<file path="src/rtl/cffc_pkg.sv">
package cffc_pkg;
	// Register byte addresses, one 32-bit word each
	localparam logic [7:0] REG_CTRL     = 8'h00;
	localparam logic [7:0] REG_STATUS   = 8'h04;
	localparam logic [7:0] REG_MASK     = 8'h08;
	localparam logic [7:0] REG_REQ      = 8'h0c;
	localparam logic [7:0] REG_UID_LO   = 8'h10;
	localparam logic [7:0] REG_UID_HI   = 8'h14;
	localparam logic [7:0] REG_FAMILY   = 8'h18;
	// Control fields and reset value
	localparam int          CTRL_SELECTED = 0;
	localparam int          CTRL_ENABLE   = 1;
	localparam int          CTRL_W        = 2;
	localparam logic [1:0]  CTRL_RST      = 2'h2;
	// Status and mask fields
	localparam int          ST_REQ        = 0;
	localparam int          ST_DROP       = 1;
	localparam int          ST_OPT_ERR    = 2;
	localparam int          ST_RSP_DONE   = 3;
	localparam int          ST_W          = 4;
	localparam logic [3:0]  MASK_RST      = 4'h0;
	// Request flag positions, flag n of the byte sits at index n-1
	localparam int          FL_SUBCARRIER = 0;
	localparam int          FL_HIGH_RATE  = 1;
	localparam int          FL_INVENTORY  = 2;
	localparam int          FL_EXTENSION  = 3;
	localparam int          FL_SELECT     = 4;
	localparam int          FL_ADDRESS    = 5;
	localparam int          FL_OPTION     = 6;
	localparam int          FL_FAMILY     = 4;
	localparam int          FL_SLOT_ONE   = 5;
	// Response flags and error codes
	localparam int          RSP_ERROR     = 0;
	localparam logic [7:0]  ERR_OPT_UNSUP = 8'h03;
	// Field sizes
	localparam logic [2:0]  UID_LAST      = 3'h7;
	localparam logic [2:0]  SLOT_LEN_16   = 3'h4;
	localparam logic [2:0]  SLOT_LEN_1    = 3'h0;
	localparam logic [3:0]  BYTE_BITS     = 4'h8;
	// Reset value of the tag identifier; value is arbitrary
	localparam logic [63:0] UID_RST       = 64'h0123_4567_89ab_cdef;
	typedef enum logic [2:0] {
		RX_IDLE   = 3'b000,
		RX_FLAGS  = 3'b001,
		RX_CMD    = 3'b010,
		RX_FAMILY = 3'b011,
		RX_UID    = 3'b100,
		RX_BODY   = 3'b101
	} cffc_rx_e;
	typedef enum logic [2:0] {
		TX_IDLE  = 3'b000,
		TX_FLAGS = 3'b001,
		TX_ERR   = 3'b010,
		TX_DATA  = 3'b011,
		TX_EOF   = 3'b100
	} cffc_tx_e;
endpackage : cffc_pkg

</file>
<file path="src/rtl/cffc_byte_if.sv">
`timescale 1ns/1ps
interface cffc_byte_if;
	logic       valid;
	logic [7:0] data;
	modport src (output valid, output data);
	modport snk (input valid, input data);
endinterface : cffc_byte_if

</file>
<file path="src/rtl/cffc_lsb_deser.sv">
`timescale 1ns/1ps
module cffc_lsb_deser (
	input  wire logic   i_clk,
	input  wire logic   i_reset,
	input  wire logic   i_clear,
	input  wire logic   i_bit_valid,
	input  wire logic   i_bit,
	cffc_byte_if.src    byte_out
);
	import cffc_pkg::*;

	logic [7:0] shift_ff;
	logic [3:0] count_ff;
	logic [7:0] nxt_shift;
	wire        full;

	// First bit in lands at bit 0 once eight have arrived
	assign nxt_shift = {i_bit, shift_ff[7:1]};
	assign full      = (count_ff == BYTE_BITS - 4'h1);

	always_ff @(posedge i_clk) begin
		if (i_reset || i_clear) begin
			shift_ff       <= 8'h00;
			count_ff       <= 4'h0;
			byte_out.valid <= 1'b0;
			byte_out.data  <= 8'h00;
		end else begin
			byte_out.valid <= i_bit_valid && full;
			if (i_bit_valid) begin
				shift_ff <= nxt_shift;
				count_ff <= full ? 4'h0 : count_ff + 4'h1;
				if (full) begin
					byte_out.data <= nxt_shift;
				end
			end
		end
	end
endmodule : cffc_lsb_deser

</file>
<file path="src/rtl/cffc_frame_codec.sv">
`timescale 1ns/1ps
// Rules of the document this block works to
// RL1: Request flags are one byte, top reserved
// RL2: Inventory flag picks meaning of upper flags
// RL3: Flag 1 picks one or two subcarriers
// RL4: Flag 2 picks low or high return rate
// RL5: Flag 4 marks extended protocol format
// RL6: Select flag: only Selected tag executes
// RL7: Address flag: UID follows, must match
// RL8: Reader never sends select with address
// RL9: Option flag only outside inventory requests
// RL10: Inventory flag 5: family byte present
// RL11: Inventory flag 6: one or sixteen slots
// RL12: Request: flags, command, fields, CRC, end
// RL13: Response: flags, fields, CRC; no command (code sends flags, then fields, then end, with no CRC)
// RL14: Response flags: extension, reserved all zero
// RL15: Error flag set means error code follows
// RL16: Select plus address answers error 03h
// RL17: Bytes go LSB first, words LSByte first
// RL18: First byte after start is the flags
module cffc_frame_codec (
	input  wire logic        i_clk,
	input  wire logic        i_reset,
	input  wire logic        i_wb_cyc,
	input  wire logic        i_wb_stb,
	input  wire logic        i_wb_we,
	input  wire logic [7:0]  i_wb_adr,
	input  wire logic [3:0]  i_wb_sel,
	input  wire logic [31:0] i_wb_dat,
	output logic      [31:0] o_wb_dat,
	output logic             o_wb_ack,
	output logic             o_irq,
	input  wire logic        i_rx_sof,
	input  wire logic        i_rx_bit_valid,
	input  wire logic        i_rx_bit,
	input  wire logic        i_rx_eof,
	input  wire logic        i_rx_crc_ok,
	output logic             o_two_subcarrier,
	output logic             o_high_rate,
	output logic             o_inventory,
	output logic             o_ext_format,
	output logic             o_select_only,
	output logic             o_addressed,
	output logic             o_option,
	output logic             o_family_field_present,
	output logic             o_single_slot_sel,
	output logic      [2:0]  o_slot_len,
	output logic      [7:0]  o_cmd_code,
	output logic      [7:0]  o_family_id,
	output logic             o_param_valid,
	output logic      [7:0]  o_param_byte,
	output logic             o_exec,
	input  wire logic        i_rsp_start,
	input  wire logic        i_rsp_error,
	input  wire logic [7:0]  i_rsp_err_code,
	input  wire logic        i_rsp_valid,
	input  wire logic [7:0]  i_rsp_data,
	input  wire logic        i_rsp_last,
	output logic             o_rsp_ready,
	output logic             o_rsp_busy,
	output logic             o_tx_sof,
	output logic             o_tx_bit_valid,
	output logic             o_tx_bit,
	input  wire logic        i_tx_bit_ready,
	output logic             o_tx_eof
);
	import cffc_pkg::*;

	cffc_byte_if rx_byte ();

	logic [CTRL_W-1:0] ctrl_ff;
	logic [ST_W-1:0]   status_ff;
	logic [ST_W-1:0]   mask_ff;
	logic [63:0]       uid_ff;
	logic [63:0]       uid_rx_ff;
	logic [2:0]        uid_cnt_ff;
	logic [7:0]        flags_ff;
	cffc_rx_e          rx_state_ff;
	cffc_tx_e          tx_state_ff;
	logic [7:0]        tx_shift_ff;
	logic [3:0]        tx_cnt_ff;
	logic              tx_err_ff;
	logic [7:0]        tx_code_ff;
	logic              tx_last_ff;

	// Bus decode; a write lands on the edge that sees ack high
	wire        wb_req    = i_wb_cyc && i_wb_stb && !o_wb_ack;
	wire        wb_wr     = i_wb_cyc && i_wb_stb && o_wb_ack && i_wb_we;
	wire        wr_ctrl   = wb_wr && (i_wb_adr == REG_CTRL) && i_wb_sel[0];
	wire        wr_status = wb_wr && (i_wb_adr == REG_STATUS) && i_wb_sel[0];
	wire        wr_mask   = wb_wr && (i_wb_adr == REG_MASK) && i_wb_sel[0];
	wire        wr_uid_lo = wb_wr && (i_wb_adr == REG_UID_LO);
	wire        wr_uid_hi = wb_wr && (i_wb_adr == REG_UID_HI);
	wire        enabled   = ctrl_ff[CTRL_ENABLE];
	logic [31:0] rd_mux;

	always_comb begin
		unique case (i_wb_adr)
		REG_CTRL:   rd_mux = {30'h0, ctrl_ff};
		REG_STATUS: rd_mux = {28'h0, status_ff};
		REG_MASK:   rd_mux = {28'h0, mask_ff};
		REG_REQ:    rd_mux = {16'h0, o_cmd_code, flags_ff};
		REG_UID_LO: rd_mux = uid_ff[31:0];
		REG_UID_HI: rd_mux = uid_ff[63:32];
		REG_FAMILY: rd_mux = {24'h0, o_family_id};
		default:    rd_mux = 32'h0;
		endcase
	end

	// Byte lane merge for the identifier words
	function automatic logic [31:0] lanes(input logic [31:0] old_w,
		input logic [31:0] new_w, input logic [3:0] sel);
		logic [31:0] res;
		res = old_w;
		for (int i = 0; i < 4; i++) begin
			if (sel[i]) begin
				res[i*8 +: 8] = new_w[i*8 +: 8];
			end
		end
		return res;
	endfunction : lanes

	// Unmapped addresses still ack and read zero, so a stray access never hangs
	always_ff @(posedge i_clk) begin
		if (i_reset) begin
			o_wb_ack <= 1'b0;
			o_wb_dat <= 32'h0;
			ctrl_ff  <= CTRL_RST;
			mask_ff  <= MASK_RST;
			uid_ff   <= UID_RST;
		end else begin
			o_wb_ack <= wb_req;
			o_wb_dat <= wb_req ? rd_mux : 32'h0;
			if (wr_ctrl) begin
				ctrl_ff <= i_wb_dat[CTRL_W-1:0];
			end
			if (wr_mask) begin
				mask_ff <= i_wb_dat[ST_W-1:0];
			end
			if (wr_uid_lo) begin
				uid_ff[31:0] <= lanes(uid_ff[31:0], i_wb_dat, i_wb_sel);
			end
			if (wr_uid_hi) begin
				uid_ff[63:32] <= lanes(uid_ff[63:32], i_wb_dat, i_wb_sel);
			end
		end
	end

	// Receive path
	cffc_lsb_deser u_deser (
		.i_clk       (i_clk),
		.i_reset     (i_reset),
		.i_clear     (i_rx_sof),
		.i_bit_valid (i_rx_bit_valid && rx_state_ff != RX_IDLE),
		.i_bit       (i_rx_bit),
		.byte_out    (rx_byte.src)
	);

	wire [7:0] rb      = rx_byte.data;
	wire       rb_inv  = rb[FL_INVENTORY]; // RL2
	wire       f_inv   = flags_ff[FL_INVENTORY];
	wire       f_sel   = !f_inv && flags_ff[FL_SELECT];
	wire       f_addr  = !f_inv && flags_ff[FL_ADDRESS];
	wire       f_fam   = f_inv && flags_ff[FL_FAMILY];
	// Optional fields start right after the command code
	wire       need_fam = f_fam; // RL10
	wire       need_uid = f_addr && !f_sel; // RL7
	cffc_rx_e  nxt_after_cmd;
	assign nxt_after_cmd = need_fam ? RX_FAMILY :
		(need_uid ? RX_UID : RX_BODY); // RL12

	// A frame cut short before its body is treated like a bad frame
	wire rx_end    = i_rx_eof && rx_state_ff != RX_IDLE;
	wire hdr_ok    = rx_state_ff == RX_BODY;
	wire frame_ok  = rx_end && hdr_ok && i_rx_crc_ok; // RL12
	wire opt_err   = f_sel && f_addr; // RL16
	wire uid_match = uid_rx_ff == uid_ff; // RL7
	wire who_ok    = f_sel ? ctrl_ff[CTRL_SELECTED] : // RL6
		(f_addr ? uid_match : 1'b1);
	wire accept    = frame_ok && !opt_err && who_ok;
	wire err_start = frame_ok && opt_err; // RL16
	wire dropped   = rx_end && !accept && !err_start;
	wire body_byte = rx_byte.valid && rx_state_ff == RX_BODY;

	always_ff @(posedge i_clk) begin
		if (i_reset) begin
			rx_state_ff   <= RX_IDLE;
			flags_ff      <= 8'h00;
			uid_rx_ff     <= 64'h0;
			uid_cnt_ff    <= 3'h0;
			o_cmd_code    <= 8'h00;
			o_family_id   <= 8'h00;
			o_param_valid <= 1'b0;
			o_param_byte  <= 8'h00;
			o_exec        <= 1'b0;
		end else begin
			o_param_valid <= body_byte;
			o_exec        <= accept;
			if (body_byte) begin
				o_param_byte <= rb;
			end
			if (i_rx_sof && enabled) begin
				rx_state_ff <= RX_FLAGS;
				uid_cnt_ff  <= 3'h0;
			end else if (rx_end) begin
				rx_state_ff <= RX_IDLE;
			end else if (rx_byte.valid) begin
				unique case (rx_state_ff)
				RX_IDLE: begin
					rx_state_ff <= RX_IDLE;
				end
				RX_FLAGS: begin
					flags_ff    <= rb; // RL18
					rx_state_ff <= RX_CMD;
				end
				RX_CMD: begin
					o_cmd_code  <= rb;
					rx_state_ff <= nxt_after_cmd;
				end
				RX_FAMILY: begin
					o_family_id <= rb;
					rx_state_ff <= RX_BODY;
				end
				RX_UID: begin
					uid_rx_ff  <= {rb, uid_rx_ff[63:8]}; // RL17
					uid_cnt_ff <= uid_cnt_ff + 3'h1;
					if (uid_cnt_ff == UID_LAST) begin
						rx_state_ff <= RX_BODY;
					end
				end
				RX_BODY: begin
					rx_state_ff <= RX_BODY;
				end
				default: begin
					rx_state_ff <= RX_IDLE;
				end
				endcase
			end
		end
	end

	// Decoded flags; the reserved top bit is not looked at
	wire take_flags = rx_byte.valid && rx_state_ff == RX_FLAGS; // RL1
	always_ff @(posedge i_clk) begin
		if (i_reset) begin
			o_two_subcarrier       <= 1'b0;
			o_high_rate            <= 1'b0;
			o_inventory            <= 1'b0;
			o_ext_format           <= 1'b0;
			o_select_only          <= 1'b0;
			o_addressed            <= 1'b0;
			o_option               <= 1'b0;
			o_family_field_present <= 1'b0;
			o_single_slot_sel      <= 1'b0;
			o_slot_len             <= SLOT_LEN_16;
		end else if (take_flags) begin
			o_two_subcarrier       <= rb[FL_SUBCARRIER]; // RL3
			o_high_rate            <= rb[FL_HIGH_RATE]; // RL4
			o_inventory            <= rb_inv; // RL2
			o_ext_format           <= rb[FL_EXTENSION]; // RL5
			o_select_only          <= !rb_inv && rb[FL_SELECT]; // RL6
			o_addressed            <= !rb_inv && rb[FL_ADDRESS]; // RL7
			o_option               <= !rb_inv && rb[FL_OPTION]; // RL9
			o_family_field_present <= rb_inv && rb[FL_FAMILY]; // RL10
			o_single_slot_sel      <= rb_inv && rb[FL_SLOT_ONE]; // RL11
			o_slot_len <= (rb_inv && rb[FL_SLOT_ONE]) ?
				SLOT_LEN_1 : SLOT_LEN_16; // RL11
		end
	end

	// Transmit path; the response carries no command code
	wire tx_go    = (tx_state_ff == TX_IDLE) && (i_rsp_start || err_start);
	wire bit_take = o_tx_bit_valid && i_tx_bit_ready;
	wire byte_end = bit_take && (tx_cnt_ff == 4'h1);
	// Error bit only; extension and reserved bits stay zero
	wire [7:0] rsp_flags = {7'h00, tx_err_ff}; // RL14

	always_ff @(posedge i_clk) begin
		if (i_reset) begin
			tx_state_ff    <= TX_IDLE;
			tx_shift_ff    <= 8'h00;
			tx_cnt_ff      <= 4'h0;
			tx_err_ff      <= 1'b0;
			tx_code_ff     <= 8'h00;
			tx_last_ff     <= 1'b0;
			o_tx_sof       <= 1'b0;
			o_tx_eof       <= 1'b0;
			o_tx_bit_valid <= 1'b0;
			o_tx_bit       <= 1'b0;
			o_rsp_ready    <= 1'b0;
			o_rsp_busy     <= 1'b0;
		end else begin
			o_tx_sof    <= tx_go;
			o_tx_eof    <= 1'b0;
			o_rsp_ready <= 1'b0;
			if (tx_go) begin
				tx_err_ff      <= err_start || i_rsp_error; // RL15
				tx_code_ff     <= err_start ? ERR_OPT_UNSUP : i_rsp_err_code;
				tx_last_ff     <= 1'b0;
				tx_state_ff    <= TX_FLAGS; // RL13
				tx_shift_ff    <= 8'h00;
				tx_cnt_ff      <= BYTE_BITS;
				o_rsp_busy     <= 1'b1;
				o_tx_bit_valid <= 1'b0;
			end else if (tx_state_ff == TX_FLAGS && tx_cnt_ff == BYTE_BITS &&
				!o_tx_bit_valid) begin
				tx_shift_ff    <= rsp_flags >> 1;
				o_tx_bit       <= rsp_flags[0]; // RL17
				o_tx_bit_valid <= 1'b1;
			end else if (byte_end) begin
				tx_cnt_ff <= BYTE_BITS;
				unique case (tx_state_ff)
				TX_FLAGS: begin
					if (tx_err_ff) begin
						tx_state_ff <= TX_ERR; // RL15
						tx_shift_ff <= tx_code_ff >> 1;
						o_tx_bit    <= tx_code_ff[0];
					end else begin
						tx_state_ff <= TX_DATA;
						o_tx_bit_valid <= 1'b0;
					end
				end
				TX_ERR: begin
					tx_state_ff    <= TX_EOF;
					o_tx_bit_valid <= 1'b0;
				end
				default: begin
					o_tx_bit_valid <= 1'b0;
				end
				endcase
			end else if (bit_take) begin
				tx_cnt_ff   <= tx_cnt_ff - 4'h1;
				o_tx_bit    <= tx_shift_ff[0];
				tx_shift_ff <= tx_shift_ff >> 1;
			end else if (tx_state_ff == TX_DATA && !o_tx_bit_valid) begin
				// Payload waits for the command logic; a stall only delays
				if (tx_last_ff) begin
					tx_state_ff <= TX_EOF;
				end else if (i_rsp_valid && !o_rsp_ready) begin
					tx_shift_ff    <= i_rsp_data >> 1;
					o_tx_bit       <= i_rsp_data[0]; // RL17
					o_tx_bit_valid <= 1'b1;
					tx_last_ff     <= i_rsp_last;
					o_rsp_ready    <= 1'b1;
				end
			end else if (tx_state_ff == TX_EOF) begin
				tx_state_ff <= TX_IDLE;
				o_tx_eof    <= 1'b1;
				o_rsp_busy  <= 1'b0;
			end
		end
	end

	// Status: a new event beats a same-cycle write-one clear
	wire [ST_W-1:0] st_set = {o_tx_eof, err_start, dropped, accept};
	wire [ST_W-1:0] st_clr = wr_status ? i_wb_dat[ST_W-1:0] : 4'h0;
	wire [ST_W-1:0] nxt_status = (status_ff & ~st_clr) | st_set;

	always_ff @(posedge i_clk) begin
		if (i_reset) begin
			status_ff <= 4'h0;
			o_irq     <= 1'b0;
		end else begin
			status_ff <= nxt_status;
			o_irq     <= |(nxt_status & mask_ff);
		end
	end
endmodule : cffc_frame_codec

</file>
<file path="config.mk">
export PLATFORM = sky130hd
export DESIGN_NAME = cffc_frame_codec
export DESIGN_NICKNAME = d
export VERILOG_FILES = /design/src/rtl/cffc_pkg.sv /design/src/rtl/cffc_byte_if.sv /design/src/rtl/cffc_lsb_deser.sv /design/src/rtl/cffc_frame_codec.sv
export SDC_FILE = /design/constraint.sdc
export NUM_CORES = 1
export LEC_CHECK = 0
export BUFFER_PORTS_ARGS = -buffer_cell sky130_fd_sc_hd__buf_2
export CORE_MARGIN = 5
export CORE_UTILIZATION = 45
export DETAILED_ROUTE_END_ITERATION = 10
export PLACE_DENSITY = 0.68
export SYNTH_ARGS = -nofsm -noshare
export SYNTH_HDL_FRONTEND = slang
export SYNTH_SLANG_ARGS = --single-unit
</file>
<file path="constraint.sdc">
create_clock -name i_clk -period 2.55 [get_ports i_clk]
set_input_delay 0 -clock i_clk [delete_from_list [all_inputs] [get_ports i_clk]]
set_output_delay 0 -clock i_clk [all_outputs]
set_load 0.03 [all_outputs]
</file>
# After elaboration in Yosys (flattened, before gate mapping)
# Index checks and enable logic that the tools add are counted.
dict set report totals {
  register_bits 276
  in_bits 75
  output_inout_bits 78
  word_cells 271
}
dict set report op_classes {
  add_sub_neg 3
  n_eq_ne 41
  n_mux 60
  bitwise_logic 12
  n_reduce_logical 103
}
# cell count
set ops {}
lappend ops {{32-bit one-hot mux with 7 select lines} 1}
lappend ops {{64-bit equality test} 1}
lappend ops {{8-bit two-way mux} 8}
lappend ops {{1-bit logical AND} 42}
lappend ops {{1-bit two-way mux} 35}
lappend ops {{2-bit AND reduction} 13}
lappend ops {{5-bit AND reduction} 5}
lappend ops {{8-bit by 5-bit equality test with 1-bit output, second input constant} 3}
lappend ops {{3-bit two-way mux} 8}
lappend ops {{4-bit two-way mux} 6}
lappend ops {{3-bit nonzero test} 8}
lappend ops {{4-bit AND reduction} 5}
lappend ops {{8-bit by 4-bit equality test with 1-bit output, second input constant} 2}
lappend ops {{3-bit by 1-bit inequality test with 1-bit output, second input constant} 5}
lappend ops {{3-bit by 2-bit equality test with 1-bit output, second input constant} 4}
lappend ops {{3-bit equality test, second input constant} 4}
lappend ops {{2-bit inequality test, second input constant} 6}
lappend ops {{3-bit one-hot mux with 4 select lines} 1}
lappend ops {{4-bit nonzero test} 3}
lappend ops {{1-bit zero test} 9}
lappend ops {{4-bit bitwise AND} 2}
lappend ops {{8-bit by 3-bit equality test with 1-bit output, second input constant} 1}
lappend ops {{8-bit zero test} 1}
lappend ops {{4-bit inequality test, second input constant} 2}
lappend ops {{other kinds (27)} 44}

# Longest topological paths before layout
# Gate-level depths: netlist of the first run.
dict set report depth {
  depth_word 12
  ltp_mapped 9
}

# By module
# From an unflattened synthesis of the first run, not the netlist that was laid out.
dict set report hier_totals {
  cells_unflattened 1258
  area_unflattened_um2 11442.2
}
# module instances cells_each area_each_um2 seq_area_each_um2
set by_module_without_submodules {}
lappend by_module_without_submodules {cffc_frame_codec 1 1178 10526.3 5044.8}
lappend by_module_without_submodules {cffc_lsb_deser 1 80 915.9 400.4}

# Least setup slack after synthesis of the first run
# No wires, ideal clock.
dict set report synth_path {
  path_kind {register to register}
  from {register o_tx_bit_valid}
  to {register tx_shift_ff[6]}
  setup_time_ns 0.086
  arrival_ns 1.899
  path_slack_ns 0.566
  path_stages_with_launch 7
  n_path_buf 1
  path_cell_list {dfxtp_1 > and4bb_2 > and4b_1 > o21ai_0 > buf_2 > a221oi_1 > a211oi_1}
}
dict set report synth_via {
  elab_chain_len 4
  word_cells_on_any_way 14
}
# element line_no
set synth_rtl {}
lappend synth_rtl {{start: declaration} cffc_frame_codec.sv:62} ;# output logic o_tx_bit_valid,
lappend synth_rtl {{start signal: assignment} cffc_frame_codec.sv:288} ;# o_tx_bit_valid <= 1'b0;
lappend synth_rtl {{start signal: assignment} cffc_frame_codec.sv:304} ;# o_tx_bit_valid <= 1'b0;
lappend synth_rtl {{start signal: assignment} cffc_frame_codec.sv:309} ;# o_tx_bit_valid <= 1'b1;
lappend synth_rtl {{1-bit logical AND / 1-bit zero test (equally long branches)} {cffc_frame_codec.sv:273, cffc_frame_codec.sv:306, cffc_frame_codec.sv:335}}
lappend synth_rtl {{1-bit logical AND (on tied branches)} {cffc_frame_codec.sv:274, cffc_frame_codec.sv:335}}
lappend synth_rtl {{3-bit by 1-bit inequality test with 1-bit output (no source line), or another cell as far along} -}
lappend synth_rtl {{5-bit AND reduction (no source line)} -}
lappend synth_rtl {{end signal: assignment} cffc_frame_codec.sv:307} ;# tx_shift_ff <= rsp_flags >> 1;
lappend synth_rtl {{end signal: assignment} cffc_frame_codec.sv:316} ;# tx_shift_ff <= tx_code_ff >> 1;
lappend synth_rtl {{end signal: assignment} cffc_frame_codec.sv:334} ;# tx_shift_ff <= tx_shift_ff >> 1;
lappend synth_rtl {{end: declaration} cffc_frame_codec.sv:80} ;# logic [7:0] tx_shift_ff;
# Several ways; a longest one is shown, not always the timed one.
# A chain may end at the register's enable or synchronous reset.

# Final worst setup path of the first run
dict set report layout_path {
  from {register flags_ff[4]}
  to {register tx_code_ff[0]}
}
dict set report layout_via {
  elab_chain_len 5
  word_cells_on_any_way 6
}
# element line_no
set layout_rtl {}
lappend layout_rtl {{start: declaration} cffc_frame_codec.sv:77} ;# logic [7:0] flags_ff;
lappend layout_rtl {{start signal: assignment} cffc_frame_codec.sv:213} ;# flags_ff <= rb;
lappend layout_rtl {{1-bit logical AND *} cffc_frame_codec.sv:162} ;# wire f_sel = !f_inv && flags_ff[FL_SELECT];
lappend layout_rtl {{1-bit logical AND *} cffc_frame_codec.sv:176} ;# wire opt_err = f_sel && f_addr;
lappend layout_rtl {{1-bit logical AND *} cffc_frame_codec.sv:181} ;# wire err_start = frame_ok && opt_err;
lappend layout_rtl {{1-bit logical OR} cffc_frame_codec.sv:272} ;# wire tx_go = (tx_state_ff == TX_IDLE) && (i_rsp_start || err_start);
lappend layout_rtl {{1-bit logical AND} cffc_frame_codec.sv:272}
lappend layout_rtl {{end signal: assignment} cffc_frame_codec.sv:298} ;# tx_code_ff <= err_start ? ERR_OPT_UNSUP : i_rsp_err_code;
lappend layout_rtl {{end: declaration} cffc_frame_codec.sv:83} ;# logic [7:0] tx_code_ff;
# Mark *: on every way between the ends. The rest lies on a longest branch, timed or not.

==> impl_metrics.env, run 1 <==
export IMPL_dieHeight_um=168
export IMPL_period_needed_ps=2390
export IMPL_post_cts_buffers=0
export IMPL_power_switching_mw=1.91
export IMPL_cp_max_fo=10
export IMPL_synth_seq_cells=272
export IMPL_die_area_um2=28100
export IMPL_design_core_area_um2=24400
export IMPL_hold_worst_slack_ps=43.4
export IMPL_dpl_hpwl_um=22200
export IMPL_clock_path_buffers=3
export IMPL_cap_violations=0
export IMPL_antennaDiodeCount=0
export IMPL_grt_max_degree=89
export IMPL_routed_via_density=5.40
export IMPL_seq_area_um2=5450
export IMPL_area_growth_pct=23.5
export IMPL_met3WireLength_um=2350
export IMPL_drcViolationCount=0
export IMPL_yosys_cell_types_count=66
export IMPL_finalHoldViolations=0
export IMPL_peakVddDrop_uv=444
export IMPL_synth_simple_area_share_pct=19.8
export IMPL_portBuffers=150
export IMPL_cp_end_kind="register"
export IMPL_first_pass_iters=8
export IMPL_highest_layer="met5"
export IMPL_async_reset_ff_share_pct=0
export IMPL_syn_inst=1264
export IMPL_cts_tree="built"
export IMPL_wl_met2_um=14400
export IMPL_setup_viol=0
export IMPL_worstHoldPathType="input pin to register"
export IMPL_finalSetupTns_ps=0
export IMPL_wl_um=32500
export IMPL_cts_root_buf="clkbuf_16"
export IMPL_first_iter_violations=855
export IMPL_finish_utilization_pct=56.6
export IMPL_wire_per_inst_um=18.0
export IMPL_grt_pass1_wl_um=51500
export IMPL_synth_compound_area_share_pct=13.1
export IMPL_max_freq_mhz=418
export IMPL_p_clk_share_pct=46.7
export IMPL_grt_usage_pct=22.2
export IMPL_critPathKind="register to register"
export IMPL_synth_avg_cell_area_um2=8.85
export IMPL_power_share_switching_pct=21.9
export IMPL_reg2reg_depth=7
export IMPL_synth_edff_count=0
export IMPL_grt_pass1_vias=9454
export IMPL_wl_met1_um=15000
export IMPL_status="finished clean"
export IMPL_rows=57
export IMPL_synth_xor_area_share_pct=5.32
export IMPL_cp_arrival_ps=2820
export IMPL_multi_input_comb_area_um2=5310
export IMPL_initial_core_util_pct=45.9
export IMPL_antenna_found_initial=1
export IMPL_clk_pin_slew_worst_paths_ps=60
export IMPL_worstMarginPinSlew_ps=921
export IMPL_yosysSeqAreaShare_pct=48.7
export IMPL_seqPwrFrac_pct=48.9
export IMPL_fin_worst_skew_ps=12.7
export IMPL_ys_warnings_count=0
export IMPL_io_pins=153
export IMPL_drive_above_1_share_pct=16.5
export IMPL_layout_common_cells="dfxtp_1, nand2_1, buf_2, a21oi_1, nor2_1"
export IMPL_hold_depth=6
export IMPL_worst_skew_pair_late_latency_ps=540
export IMPL_p_int_mw=6.85
export IMPL_slew_limit_headroom_pct=38.6
export IMPL_power_per_cell_area_nw_per_um2=634
export IMPL_dpl_cell_count=1688
export IMPL_finalNonFillerCells=1807
export IMPL_period_share_pct=93.8
export IMPL_nFillCells=2221
export IMPL_cts_htree_levels=1
export IMPL_p_leak_nw=5.35
export IMPL_die_w_um=168
export IMPL_power_frac_comb_pct=4.4
export IMPL_synth_mux_area_share_pct=8.61
export IMPL_start_kind="register"
export IMPL_rsz0062_at_grt="no"
export IMPL_num_vias=9765
export IMPL_clock_sinks=272
export IMPL_synth_top_family_by_area="simple AND/OR/NAND/NOR gates"
export IMPL_final_common_cell="dfxtp_1"
export IMPL_drv_slew=0
export IMPL_required_ps=2970
export IMPL_ant_nets=0
export IMPL_synthAdderAreaFrac_pct=0.559
export IMPL_gr_total_overflow=0
export IMPL_nets=1543
export IMPL_gp_congestion=0.855
export IMPL_numCtsBuffers=29
export IMPL_synth_area_um2=11200
export IMPL_ys_flop_type="dfxtp_1"
-- kinds of logic (layout without fill, tap and decap cells) --
group / after synthesis / in the layout
mux: 96 / 96
compound gates: 233 / 233
buf+inv: 90 / 308
xor+xnor: 68 / 68
fa+ha+maj: 5 / 5
other cells: 1 / 2
flops: 272 / 272
simple gates: 499 / 499
-- power groups by stage --
| stage | Sequential [mW] | Combinational [mW] | Clock, mW |
|---|---|---|---|
| CTS | 4.29 | 0.382 | 4.14 |
| floorplan | 4.38 | 0.155 | 0 |
| finish | 4.29 | 0.388 | 4.09 |
| global placement | 4.38 | 0.296 | 0 |
| global route | 4.29 | 0.422 | 4.33 |
| detailed placement | 4.38 | 0.299 | 0 |
-- critical path, cell delays in order (launching register included) --
cell and delay, ps:
dfxtp_1 440, nor2b_1 260, and4_1 350, o21ai_2 150
buf_4 220, nor3_1 220, nor3_1 70, dlygate4sd3_1 560
-- stage by stage --
| stage | worst slack, ps | area (um^2) | power, mW |
|---|---|---|---|
| 5_1_grt | 48.2 | 13800 | 9.03 |
| 3_3_place_gp | 421 | 12200 | 4.68 |
| 3_5_place_dp | 351 | 12200 | 4.68 |
| 4_1_cts | 199 | 13800 | 8.81 |
| 6_report | 158 | 13800 | 8.76 |
| 2_1_floorplan | 566 | 11200 | 4.54 |
-- sequential cells by signal, summed over array words and instances (netlist names), 2 cells and up --
signal	cells
ctrl_ff	2
flags_ff	8
mask_ff	4
o_cmd_code	8
o_family_id	8
o_param_byte	8
o_wb_dat	32
rx_state_ff	3
status_ff	4
tx_cnt_ff	4
tx_code_ff	8
tx_shift_ff	7
tx_state_ff	3
u_deser.byte_out.data	8
u_deser.count_ff	4
u_deser.shift_ff	7
uid_cnt_ff	3
uid_ff	64
uid_rx_ff	64
-- cells in the mapped netlist (4+ instances only) --
cell type	n	area share (%)
xor2_1	66	5.2
nand2b_1	4	0.22
dfxtp_1	272	49
nor3_1	15	0.67
buf_4	12	0.81
nand2_1	257	8.6
inv_1	8	0.27
a211o_1	6	0.47
nor4_1	17	0.95
ha_1	5	0.56
mux2i_1	94	8.4
a21oi_1	132	5.9
a22oi_1	29	1.9
nor2_1	122	4.1
buf_6	6	0.60
a22o_1	13	1.0
clkbuf_1	52	1.7
and2_1	4	0.22
nand3b_1	4	0.27
o21ai_0	9	0.40
a211oi_1	5	0.34
nor2b_1	8	0.45
buf_2	11	0.49
nand4_1	9	0.50
a222oi_1	10	0.89
and3_1	13	0.73
nor3b_1	4	0.27
nand3_1	23	1.0
or3_1	4	0.22
-- area by class of cell --
cell class	instances	share of cell area, %
clock buffers	42	6.19
clock inverters	9	0.543
inverters	8	0.217
multi-input cells	903	38.5
flip-flops and latches	272	39.4
well taps	324	2.93
repair buffers	249	12.2
-- per-layer routing --
layer	global-route usage, %	vias to the layer above
li1	-	4744
met1	32.5	4601
met2	34.8	364
met3	3.21	54
met4	5.65	2
met5	0	-
-- timing repair --
item | in CTS | in global routing
endpoints found under the setup margin | 0 | 3
hold buffers | 68 | 0
hold endpoints to repair | 123 | 0
gates resized for setup | 0 | 1
-- worst paths after layout --
kind	slack (ps)	end	from
worst max-delay path	160	tx_code_ff[0]	flags_ff[4]
worst min-delay path	40	status_ff[2]	i_wb_adr[0]
worst max register to register	160	tx_code_ff[0]	flags_ff[4]
worst min register to register	460	tx_shift_ff[0]	tx_shift_ff[0]
Power figures use the tool's default switching activity.
==> inputs of run 2 (changes only) <==
--- a/config.mk
+++ b/config.mk
@@ -6,9 +6,11 @@
 export NUM_CORES = 1
 export LEC_CHECK = 0
 export BUFFER_PORTS_ARGS = -buffer_cell sky130_fd_sc_hd__buf_2
+export CORE_ASPECT_RATIO = 2
 export CORE_MARGIN = 5
 export CORE_UTILIZATION = 45
 export DETAILED_ROUTE_END_ITERATION = 10
+export HOLD_SLACK_MARGIN = 0.06
 export PLACE_DENSITY = 0.68
 export SYNTH_ARGS = -nofsm -noshare
 export SYNTH_HDL_FRONTEND = slang
==> impl_metrics.env, run 2 (synthesis gave the netlist of run 1 again) <==
export IMPL_status="finished clean"
export IMPL_dpl_cell_area_um2=12300
export IMPL_clock_path_buffers=3
export IMPL_reg2reg_depth=7
export IMPL_power_per_cell_area_nw_per_um2=609
export IMPL_cap_violations=0
export IMPL_grt_max_degree=106
export IMPL_critPathKind="register to register"
export IMPL_ant_nets=0
export IMPL_post_cts_buffers=0
export IMPL_wire_per_inst_um=18.9
export IMPL_cts_tree="built"
export IMPL_routed_via_density=5.44
export IMPL_min_delay_start="i_wb_adr[4]"
export IMPL_area_growth_pct=22.2
export IMPL_setup_viol=0
export IMPL_wl_um=34200
export IMPL_required_ps=2970
export IMPL_io_pins=153
export IMPL_numCtsBuffers=24
export IMPL_p_clk_share_pct=43.9
export IMPL_slew_limit_headroom_pct=24.2
export IMPL_portBuffers=150
export IMPL_drcViolationCount=0
export IMPL_final_common_cell="dfxtp_1"
export IMPL_final_area_um2=13700
export IMPL_design_core_area_um2=24500
export IMPL_fin_total_pwr_mw=8.32
export IMPL_worst_r2r_setup_slack_ps=200
export IMPL_finalSetupTns_ps=0
export IMPL_worstMarginPinSlew_ps=1140
export IMPL_finalHoldViolations=0
export IMPL_cp_max_fo=4
export IMPL_layout_common_cells="dfxtp_1, nand2_1, buf_2, a21oi_1, nor2_1"
export IMPL_gp_congestion=0.898
export IMPL_initial_core_util_pct=45.6
export IMPL_fin_worst_skew_ps=14.3
export IMPL_rows=81
export IMPL_grt_usage_pct=23.8
export IMPL_drive_above_1_share_pct=15.9
export IMPL_peakVddDrop_uv=517
export IMPL_hold_depth=6
export IMPL_die_w_um=121
export IMPL_seqPwrFrac_pct=51.5
export IMPL_grt_pass1_vias=9910
export IMPL_clk_pin_slew_worst_paths_ps=70
export IMPL_r2r_end="o_irq"
export IMPL_dpl_hpwl_um=25100
export IMPL_cp_arrival_ps=2770
export IMPL_power_switching_mw=1.82
export IMPL_p_int_mw=6.50
export IMPL_cts_htree_levels=1
export IMPL_pre_cts_ws_ps=192
export IMPL_max_freq_mhz=425
export IMPL_worstHoldPathType="input pin to register"
export IMPL_antennaDiodeCount=0
export IMPL_cp_end_kind="register"
export IMPL_rsz0062_at_grt="no"
export IMPL_gr_total_overflow=0
export IMPL_timing_final_ws_setup_ps=198
export IMPL_p_leak_nw=5.27
export IMPL_grt_pass1_wl_um=52800
export IMPL_start_kind="register"
export IMPL_antenna_found_initial=0
export IMPL_worst_skew_pair_late_latency_ps=530
export IMPL_num_vias=9839
export IMPL_cts_root_buf="clkbuf_16"
export IMPL_period_share_pct=92.2
export IMPL_hold_worst_slack_ps=99.6
export IMPL_drv_slew=0
export IMPL_first_pass_iters=5
export IMPL_period_needed_ps=2350
export IMPL_dieHeight_um=233
export IMPL_largestRegisters="uid_ff x64, uid_rx_ff x64, o_wb_dat x32"
export IMPL_crit_reg2reg_launch="uid_ff[13]"
export IMPL_nets=1540
export IMPL_power_share_switching_pct=21.9
export IMPL_clock_sinks=272
export IMPL_power_frac_comb_pct=4.6
export IMPL_die_area_um2=28300
export IMPL_first_iter_violations=576
export IMPL_hold_end="status_ff[2]"
run 2: cell type report:
cell class / count / area [um^2]
Fill cell: 2324 / 10900
Sequential cell: 272 / 5450
Multi-Input combinational cell: 903 / 5310
Timing Repair Buffer: 251 / 1700
Clock buffer: 38 / 694
Tap cell: 332 / 415
Clock inverter: 5 / 75.1
Inverter: 8 / 30.0
run 2: worst max path at each step:
stage	from	end	slack (ps)	cells after the start
2_1_floorplan	o_tx_bit_valid	tx_shift_ff[6]	570	6
6_report	uid_ff[13]	o_irq	200	7
5_1_grt	uid_ff[33]	o_irq	130	7
3_5_place_dp	uid_ff[13]	o_irq	190	7
3_3_place_gp	uid_ff[13]	o_irq	220	7
4_1_cts	uid_rx_ff[41]	o_irq	180	8
run 2: layer usage:
layer  wire [um]  global-route usage [%]  vias to the layer above
met5           0                       0                        -
met4        2420                    16.1                        0
met3        1210                    2.51                      122
met2       19300                    46.3                      271
met1       11200                    22.5                     4708
li1            -                       -                     4738
run 2: power groups by stage:
stage | logic (mW) | registers (mW) | clock network (mW)
final | 0.383 | 4.28 | 3.65
after global routing | 0.415 | 4.28 | 3.87
after CTS | 0.378 | 4.28 | 3.70
after detailed placement | 0.301 | 4.38 | 0
after global placement | 0.300 | 4.38 | 0
after floorplan | 0.155 | 4.38 | 0
run 2: worst max-delay path, cell delays in order, from the launching register on:
cell and delay (ps):
dfxtp_1 330, xor2_1 160, nor4_1 480, nand4_1 160, nor4_1 490, buf_4 210
o21ai_0 90, a311o_1 320
run 2: what timing repair did:
| action | 4_1_cts | 5_1_grt |
|---|---|---|
| hold buffers | 64 | 0 |
| gates resized for setup | 0 | 0 |
| endpoints found under the hold margin | 127 | 0 |
| setup endpoints to repair | 0 | 0 |
run 2: metrics by stage:
step                      util, %  instances
final                        55.7       1809
after CTS                    55.7       1809
after detailed placement     50.0       1702
after floorplan                 -       1265
after global placement       50.0       1702
after global routing         55.7       1809
